File: config.mk
export PLATFORM = sky130hd
export DESIGN_NAME = afc_exec
export DESIGN_NICKNAME = d
export VERILOG_FILES = /design/src/hdl/afc_pkg.sv /design/src/hdl/afc_exec.sv
export SDC_FILE = /design/constraint.sdc
export NUM_CORES = 1
export LEC_CHECK = 0
export BUFFER_PORTS_ARGS = -buffer_cell sky130_fd_sc_hd__buf_2
export CELL_PAD_IN_SITES_DETAIL_PLACEMENT = 1
export CELL_PAD_IN_SITES_GLOBAL_PLACEMENT = 2
export CORE_ASPECT_RATIO = 1.4
export CORE_UTILIZATION = 25
export DETAILED_ROUTE_END_ITERATION = 8
export GPL_TIMING_DRIVEN = 0
export HOLD_SLACK_MARGIN = 0.15
export PLACE_DENSITY_LB_ADDON = 0.1
export SLEW_MARGIN = 10
export SYNTH_ARGS = -nofsm -noshare
export SYNTH_HDL_FRONTEND = slang
export SYNTH_SLANG_ARGS = --single-unit
File: constraint.sdc
create_clock -name sys_clk -period 2.4 [get_ports sys_clk]
set_input_delay 0.24 -clock sys_clk [delete_from_list [all_inputs] [get_ports sys_clk]]
set_output_delay 0.24 -clock sys_clk [all_outputs]
set_load 0.01 [all_outputs]
File: src/hdl/afc_pkg.sv
/*
 * Shared constants for the AND-with-file and branch-on-carry execution block:
 * opcode patterns, field positions, addressing limits, sequencer states and reset values.
 * Assumes a 16-bit instruction word. Fields are placed as the opcode patterns give them.
 */
package afc_pkg;

   // ************************************************************
   // Opcode patterns and fields
   // ************************************************************
   localparam logic [15:0] OP_AND_MASK   = 16'hFC00;
   localparam logic [15:0] OP_AND_VALUE  = 16'h1400; // 0001 01da ffff ffff
   localparam logic [15:0] OP_BC_MASK    = 16'hFF00;
   localparam logic [15:0] OP_BC_VALUE   = 16'hE200; // 1110 0010 nnnn nnnn
   localparam int          DEST_BIT      = 9;
   localparam int          BANK_BIT      = 8;

   // ************************************************************
   // Addressing
   // ************************************************************
   localparam logic [7:0]  INDEX_LIMIT   = 8'h5F;    // Highest indexed file address
   localparam logic [7:0]  ACCESS_SPLIT  = 8'h60;    // Access bank low/high boundary
   localparam logic [3:0]  ACCESS_HI_BNK = 4'hF;     // Bank of the access bank upper part

   // ************************************************************
   // Timing and reset values
   // ************************************************************
   localparam logic [1:0]  IDLE_QUARTERS = 2'h3;     // Last index of the idle cycle's quarters
   localparam logic [7:0]  RST_BYTE      = 8'h00;

   // ************************************************************
   // Sequencer states
   // ************************************************************
   typedef enum logic [2:0] {
      ST_IDLE = 3'b000,
      ST_Q1   = 3'b001,
      ST_Q2   = 3'b010,
      ST_Q3   = 3'b011,
      ST_Q4   = 3'b100,
      ST_NOP  = 3'b101
   } afc_state_t;

endpackage

File: src/hdl/afc_exec.sv
/*
 * Execution unit for AND-with-file and branch-on-carry-set, one instruction cycle
 * split into four quarter phases of sys_clk.
 * Assumes the fetch/decode sequencer drives all inputs on sys_clk, holds them while
 * instrValid is high, and that data memory answers a read in the cycle after memRdEn.
 */
// Summary of operation
// RULE1: Opcode 0001 01da ANDs accumulator with file register; only N and Z change.
// RULE2: Destination bit 0 writes the accumulator, 1 writes back to the file register.
// RULE3: Bank bit 0 uses the access bank, 1 uses the bank select register.
// RULE4: Bank bit 0 with extended set on: file address up to 95 is indexed.
// RULE5: Opcode 1110 0010 branches only when carry is set; no flags change.
// RULE6: Taken branch loads incremented PC plus twice the signed offset.
// RULE7: Taken branch takes two cycles, second idle; not taken takes one.
// RULE8: AND completes in one cycle: decode, read, process, write in quarter phases.
`timescale 1ns/1ps
module afc_exec
#(
   parameter int PC_W   = 21,
   parameter int ADDR_W = 12
)
(
   input  wire logic              sys_clk,
   input  wire logic              arst_n,
   input  wire logic              clkEn,
   input  wire logic              instrValid,
   input  wire logic [15:0]       instrWord,
   input  wire logic [7:0]        accIn,
   input  wire logic              carryIn,
   input  wire logic [ADDR_W-9:0] bankSelIn,
   input  wire logic              extEnable,
   input  wire logic [ADDR_W-1:0] indexBase,
   input  wire logic [PC_W-1:0]   pcIn,
   input  wire logic [7:0]        memRdData,
   output logic [ADDR_W-1:0]      memAddr,
   output logic                   memRdEn,
   output logic                   memWrEn,
   output logic [7:0]             wrData,
   output logic                   accWrEn,
   output logic                   flagWrEn,
   output logic                   negFlag,
   output logic                   zeroFlag,
   output logic                   pcWrEn,
   output logic [PC_W-1:0]        pcWrData,
   output logic                   indexedMode,
   output logic                   busy,
   output logic                   done,
   output logic                   unknownOp
);
   import afc_pkg::*;

   // ************************************************************
   // State
   // ************************************************************
   typedef struct packed {
      afc_state_t        st;
      logic [1:0]        nopCnt;
      logic [15:0]       op;
      logic [7:0]        acc;
      logic              carry;
      logic [ADDR_W-9:0] bankSel;
      logic              ext;
      logic [ADDR_W-1:0] base;
      logic [PC_W-1:0]   pc;
      logic [ADDR_W-1:0] memAddr;
      logic              memRdEn;
      logic              memWrEn;
      logic [7:0]        wrData;
      logic              accWrEn;
      logic              flagWrEn;
      logic              negFlag;
      logic              zeroFlag;
      logic              pcWrEn;
      logic [PC_W-1:0]   pcWrData;
      logic              indexed;
      logic              busy;
      logic              done;
      logic              unknown;
   } afc_regs_t;

   afc_regs_t state_r;
   afc_regs_t state_nxt;

   logic              isAnd;
   logic              isBranch;
   logic [7:0]        fileAddr;
   logic [7:0]        andRes;
   logic [PC_W-1:0]   offset2;

   // Decode of the held instruction
   assign isAnd    = (state_r.op & OP_AND_MASK) == OP_AND_VALUE;   // see RULE1
   assign isBranch = (state_r.op & OP_BC_MASK) == OP_BC_VALUE;     // see RULE5
   assign fileAddr = state_r.op[7:0];
   assign andRes   = state_r.acc & memRdData;                      // see RULE1
   assign offset2  = {{(PC_W-9){state_r.op[7]}}, state_r.op[7:0], 1'b0}; // see RULE6

   // ************************************************************
   // Quarter-phase sequencer
   // ************************************************************
   always_comb
   begin
      state_nxt = state_r;
      if (clkEn)
      begin
         state_nxt.memRdEn  = 1'b0;
         state_nxt.memWrEn  = 1'b0;
         state_nxt.accWrEn  = 1'b0;
         state_nxt.flagWrEn = 1'b0;
         state_nxt.pcWrEn   = 1'b0;
         state_nxt.done     = 1'b0;
         state_nxt.unknown  = 1'b0;
         case (state_r.st)
            ST_IDLE:
            begin
               if (instrValid)
               begin
                  state_nxt.st      = ST_Q1;
                  state_nxt.op      = instrWord;
                  state_nxt.acc     = accIn;
                  state_nxt.carry   = carryIn;
                  state_nxt.bankSel = bankSelIn;
                  state_nxt.ext     = extEnable;
                  state_nxt.base    = indexBase;
                  state_nxt.pc      = pcIn;
                  state_nxt.busy    = 1'b1;
               end
            end
            // Q1 decode and form the file address
            ST_Q1:
            begin
               state_nxt.st      = ST_Q2;
               state_nxt.indexed = 1'b0;
               if (isAnd)
               begin
                  state_nxt.memRdEn = 1'b1;
                  if (state_r.op[BANK_BIT])
                  begin
                     state_nxt.memAddr = {state_r.bankSel, fileAddr};  // see RULE3
                  end
                  else if (state_r.ext && fileAddr <= INDEX_LIMIT)
                  begin
                     state_nxt.memAddr = state_r.base +
                        {{(ADDR_W-8){1'b0}}, fileAddr};                 // see RULE4
                     state_nxt.indexed = 1'b1;
                  end
                  else if (fileAddr < ACCESS_SPLIT)
                  begin
                     state_nxt.memAddr = {{(ADDR_W-8){1'b0}}, fileAddr}; // see RULE3
                  end
                  else
                  begin
                     state_nxt.memAddr = {{(ADDR_W-12){1'b1}}, ACCESS_HI_BNK, fileAddr};
                  end
               end
               else if (!isBranch)
               begin
                  state_nxt.unknown = 1'b1; // Not handled here, let the sequencer know
               end
            end
            // Q2 read strobe is on the outputs during this quarter
            ST_Q2:
            begin
               state_nxt.st = ST_Q3;
            end
            // Q3 process data, raise the Q4 write strobes
            ST_Q3:
            begin
               state_nxt.st = ST_Q4;
               if (isAnd)
               begin
                  state_nxt.wrData   = andRes;
                  state_nxt.negFlag  = andRes[7];          // see RULE1
                  state_nxt.zeroFlag = andRes == RST_BYTE; // see RULE1
                  state_nxt.flagWrEn = 1'b1;
                  state_nxt.memWrEn  = state_r.op[DEST_BIT];  // see RULE2
                  state_nxt.accWrEn  = !state_r.op[DEST_BIT]; // see RULE2
               end
               else if (isBranch && state_r.carry)
               begin
                  state_nxt.pcWrData = state_r.pc + offset2; // see RULE6
                  state_nxt.pcWrEn   = 1'b1;                 // see RULE5
               end
            end
            // Q4 write; taken branch adds one idle instruction cycle
            ST_Q4:
            begin
               if (isBranch && state_r.carry)
               begin
                  state_nxt.st     = ST_NOP; // see RULE7
                  state_nxt.nopCnt = 2'h0;
               end
               else
               begin
                  state_nxt.st   = ST_IDLE;  // see RULE8
                  state_nxt.busy = 1'b0;
                  state_nxt.done = 1'b1;
               end
            end
            ST_NOP:
            begin
               state_nxt.nopCnt = state_r.nopCnt + 2'h1;
               if (state_r.nopCnt == IDLE_QUARTERS)
               begin
                  state_nxt.st   = ST_IDLE;  // see RULE7
                  state_nxt.busy = 1'b0;
                  state_nxt.done = 1'b1;
               end
            end
            default:
            begin
               state_nxt.st   = ST_IDLE;
               state_nxt.busy = 1'b0;
            end
         endcase
      end
   end

   // State register
   always_ff @(posedge sys_clk or negedge arst_n)
   begin
      if (!arst_n)
      begin
         state_r <= '0;
      end
      else
      begin
         state_r <= state_nxt;
      end
   end

   // Outputs straight from the state register
   assign memAddr     = state_r.memAddr;
   assign memRdEn     = state_r.memRdEn;
   assign memWrEn     = state_r.memWrEn;
   assign wrData      = state_r.wrData;
   assign accWrEn     = state_r.accWrEn;
   assign flagWrEn    = state_r.flagWrEn;
   assign negFlag     = state_r.negFlag;
   assign zeroFlag    = state_r.zeroFlag;
   assign pcWrEn      = state_r.pcWrEn;
   assign pcWrData    = state_r.pcWrData;
   assign indexedMode = state_r.indexed;
   assign busy        = state_r.busy;
   assign done        = state_r.done;
   assign unknownOp   = state_r.unknown;

   // ************************************************************
   // Checks
   // ************************************************************
   and_result_a: assert property (@(posedge sys_clk) disable iff (!arst_n) // see RULE1
      state_r.st == ST_Q3 && isAnd && clkEn |=>
         wrData == ($past(state_r.acc) & $past(memRdData)) && flagWrEn)
      else $error("AND result or flag strobe wrong");

   and_flags_a: assert property (@(posedge sys_clk) disable iff (!arst_n) // see RULE1
      flagWrEn |-> zeroFlag == (wrData == 8'h00) && negFlag == wrData[7] && isAnd)
      else $error("N or Z flag does not match result");

   dest_select_a: assert property (@(posedge sys_clk) disable iff (!arst_n) // see RULE2
      (memWrEn || accWrEn) |->
         (memWrEn != accWrEn) && memWrEn == state_r.op[DEST_BIT] && state_r.st == ST_Q4)
      else $error("Destination write strobe wrong");

   bank_addr_a: assert property (@(posedge sys_clk) disable iff (!arst_n) // see RULE3
      memRdEn && state_r.op[BANK_BIT] |-> memAddr == {state_r.bankSel, fileAddr}
         && !indexedMode)
      else $error("Banked address wrong");

   index_addr_a: assert property (@(posedge sys_clk) disable iff (!arst_n) // see RULE4
      memRdEn && !state_r.op[BANK_BIT] && state_r.ext && fileAddr <= INDEX_LIMIT |->
         indexedMode && memAddr == state_r.base + {{(ADDR_W-8){1'b0}}, fileAddr})
      else $error("Indexed address wrong");

   branch_cond_a: assert property (@(posedge sys_clk) disable iff (!arst_n) // see RULE5
      pcWrEn |-> isBranch && state_r.carry && !flagWrEn)
      else $error("PC written without carry branch");

   branch_target_a: assert property (@(posedge sys_clk) disable iff (!arst_n) // see RULE6
      pcWrEn |-> PC_W'(pcWrData - state_r.pc) ==
         PC_W'({state_r.op[7:0], 1'b0}) - (state_r.op[7] ? PC_W'(512) : PC_W'(0)))
      else $error("Branch target wrong");

   taken_idle_a: assert property (@(posedge sys_clk) disable iff (!arst_n) // see RULE7
      pcWrEn && clkEn ##1 clkEn [*4] |-> (busy && !done) ##1 done)
      else $error("Taken branch idle cycle wrong");

   one_cycle_a: assert property (@(posedge sys_clk) disable iff (!arst_n) // see RULE8
      state_r.st == ST_IDLE && instrValid && clkEn ##1 clkEn [*4] ##0 !pcWrEn
         |=> done)
      else $error("Instruction did not finish in one cycle");

endmodule

==> flow_summary.json <==
{
  "die_w_microns": 136.3,
  "drc": 0,
  "cap_viol_max_count": 0,
  "status": "complete, no violations",
  "grt_pass1_wl_mm": 29.97,
  "numPortBuffers": 126,
  "ys.flop_type": "dfrtp_1",
  "clock_latency_ns": 0.42,
  "rsz0062_at_grt": "true",
  "ys_warn_count": 0,
  "first_pass_iters": 4,
  "syn_area_sq_mm": 0.006309,
  "finalCritPeriodShare_pct": 97.85,
  "core_area_sq_mm": 0.02476,
  "relSlewSlack_pct": 47.39,
  "area_delta_synth_final_pct": 43.22,
  "end_kind": "register",
  "synth_enable_flop_cells": 0,
  "dr.first_iter.drc_count": 103,
  "seq_area_frac_synth_pct": 47.20,
  "seq_area_sq_mm": 0.002985,
  "fin_crit_ns": 2.348,
  "grt_max_degree": 85,
  "final_common_cell": "buf_2",
  "grt_antenna_before_repair": 0,
  "crit_chain": "buf_4 -> ha_4 -> nand2_2 -> or3b_1 -> a21boi_2 -> nor3_4 -> o31ai_2 -> xnor2_1 -> o21ai_1",
  "finish.utilization_pct": 36.49,
  "grt_overflow": 0,
  "htreeDepth": 4,
  "cts_buffer_depth": 2,
  "reg2reg_slack_ns": 0.05,
  "cts_buffers": 17,
  "vias_per_cell": 4.509,
  "multiInputGateArea_sq_mm": 0.003068,
  "dp_hpwl_mm": 14.00,
  "setup_viol": 0,
  "worstSetupStartpointType": "register",
  "routed_wl_mm": 18.66,
  "leakage_nw": 4.289,
  "hold_path.class": "primary input to register",
  "yosysUniqueCellTypes": 50,
  "die_area_sq_mm": 0.02588,
  "ant_nets": 0,
  "crit_required_ns": 2.71,
  "crit_type": "register to register",
  "cp_max_fo": 7,
  "hold_viol_final": 0,
  "report.final.slew_viol_count": 0,
  "wire_per_inst_microns": 16.13,
  "die_h_microns": 190.0,
  "syn_nets": 705,
  "drive_gt1_share_pct": 38.12,
  "power_density_mw_per_mm2": 1277,
  "cts_tree": "built",
  "synthArstFlopShare_pct": 100.0,
  "max_stage_delay_ns": 0.52,
  "rows": 68,
  "layout.cells.non_filler": 1157,
  "syn_avg_cell_area_sq_um": 10.51,
  "mostFrequentLayoutCells": "buf_2 (128), dfrtp_1 (115), dlygate4sd3_1 (72), nand2_1 (69), mux2_2 (60)",
  "clock_skew_ns": 0.01020,
  "max_slew.worst_pin.slew_ns": 0.7891,
  "fill_cells": 2787,
  "fin_nets": 936,
  "ys_ff_latch": 119,
  "initial_utilization_pct": 25.48,
  "irDropWorstVdd_uv": 611.2,
  "cp.arrival_ns": 2.66,
  "diodes": 0,
  "slowest_stage": "dfrtp_4",
  "cts.sinks": 119,
  "path_clk_slew_ns": 0.06,
  "io_pins": 127,
  "place.gp.congestion": 0.7519,
  "dp.cells": 1042,
  "grt_pass1_vias": 5698,
  "root_buffer": "clkbuf_16",
  "synth_cells": 600,
  "max_freq_mhz": 425.8,
  "grt_use_total_pct": 15.38,
  "num_vias": 5217
}
cells in the mapped netlist, types with 4 or more instances:
cell | instances | area share (%)
a211oi_1 | 4 | 0.48
a21boi_0 | 4 | 0.48
a21o_1 | 11 | 1.3
a21oi_1 | 28 | 2.2
a31oi_1 | 6 | 0.60
and3_1 | 4 | 0.40
buf_4 | 41 | 4.9
clkbuf_1 | 16 | 0.95
dfrtp_1 | 119 | 47
ha_1 | 28 | 5.6
inv_1 | 24 | 1.4
mux2_2 | 60 | 11
mux2i_1 | 5 | 0.79
nand2_1 | 71 | 4.2
nand3_1 | 6 | 0.48
nand4_1 | 4 | 0.40
nor2_1 | 23 | 1.4
nor3_1 | 14 | 1.1
o21ai_0 | 51 | 4.0
o31ai_1 | 9 | 1.1
xnor2_1 | 9 | 1.2
xor2_1 | 14 | 1.9
sequential cells by signal, indices dropped and copies added (netlist names):
signal,flops
busy,1
memWrEn,1
wrData,8
memAddr,12
accWrEn,1
pcWrData,21
memRdEn,1
done,1
fileAddr,8
unknownOp,1
zeroFlag,1
indexedMode,1
pcWrEn,1
flagWrEn,1
state_r,60
stage by stage:
stage | worst slack [ns] | total power, mW | hold slack [ns] | TNS, ns | instance area, sq um
global route | -0.06361 | 12.43 | 0.2922 | -0.1428 | 9035
global placement | -0.5848 | 7.881 | 0.4418 | -69.16 | 7333
floorplan | 0.08354 | 6.672 | -0.05559 | 0 | 6309
finish | 0.05162 | 11.54 | 0.2818 | 0 | 9035
detailed placement | -0.3736 | 7.990 | 0.1654 | -2.293 | 7367
CTS | -0.006259 | 11.18 | 0.2731 | -0.006259 | 8828
report_power, final:
group	internal [mW]	total, mW	switching [mW]
Clock	1.75	2.67	0.923
Sequential	2.71	3.30	0.595
Combinational	2.75	5.57	2.82
logic make-up after synthesis:
| family | synth area share [%] |
|---|---|
| AO/OA/AOI/OAI | 13.59 |
| AND/OR/NAND/NOR | 9.758 |
| flip-flops | 47.20 |
| buffers and inverters | 7.854 |
| multiplexers | 12.22 |
| adder cells (fa/ha/maj) | 6.188 |
| XOR/XNOR | 3.193 |
area by class of cell:
cell class / instances / area share [%]
Multi-Input combinational cell: 395 / 33.96
Inverter: 24 / 0.9971
Buffer: 62 / 4.528
Clock buffer: 21 / 4.985
Tap cell: 315 / 4.362
Clock inverter: 9 / 1.676
Sequential cell: 119 / 33.04
Timing Repair Buffer: 212 / 16.45
path summary, 6_finish.rpt:
check | to | depth (start not counted) | from
hold reg to reg | accWrEn | 1 | state_r[108]
setup reg to reg | pcWrData[19] | 9 | fileAddr[7]
setup / recovery | pcWrData[19] | 9 | fileAddr[7]
min in group asynchronous | pcWrData[2] | 2 | arst_n
max in group asynchronous | busy | 3 | arst_n
hold / removal | state_r[119] | 5 | clkEn
worst max-delay path: cells and delay by family (launching register included):
family | cells | cell delay, ns
AOI/OAI and AO/OA | 3 | 0.56
xor gates and xnor gates | 1 | 0.15
adders and majority gates | 1 | 0.30
buffers and inverters | 1 | 0.16
DFF | 1 | 0.52
and+or+nand+nor | 3 | 0.55
timing repair:
item	in CTS	in global routing
setup endpoints to repair	17	43
hold buffers	72	0
endpoints found under the hold margin	107	0
pin swaps	3	18
resized for setup	25	39
buffers inserted	4	9
gates cloned	0	0
layer usage:
| layer | routed length [microns] | global-route usage [%] |
|---|---|---|
| met5 | 0 | 0 |
| met4 | 405 | 5.684 |
| met3 | 723 | 3.837 |
| met2 | 9852 | 27.51 |
| met1 | 7677 | 17.34 |
Power figures use the tool's default switching activity.
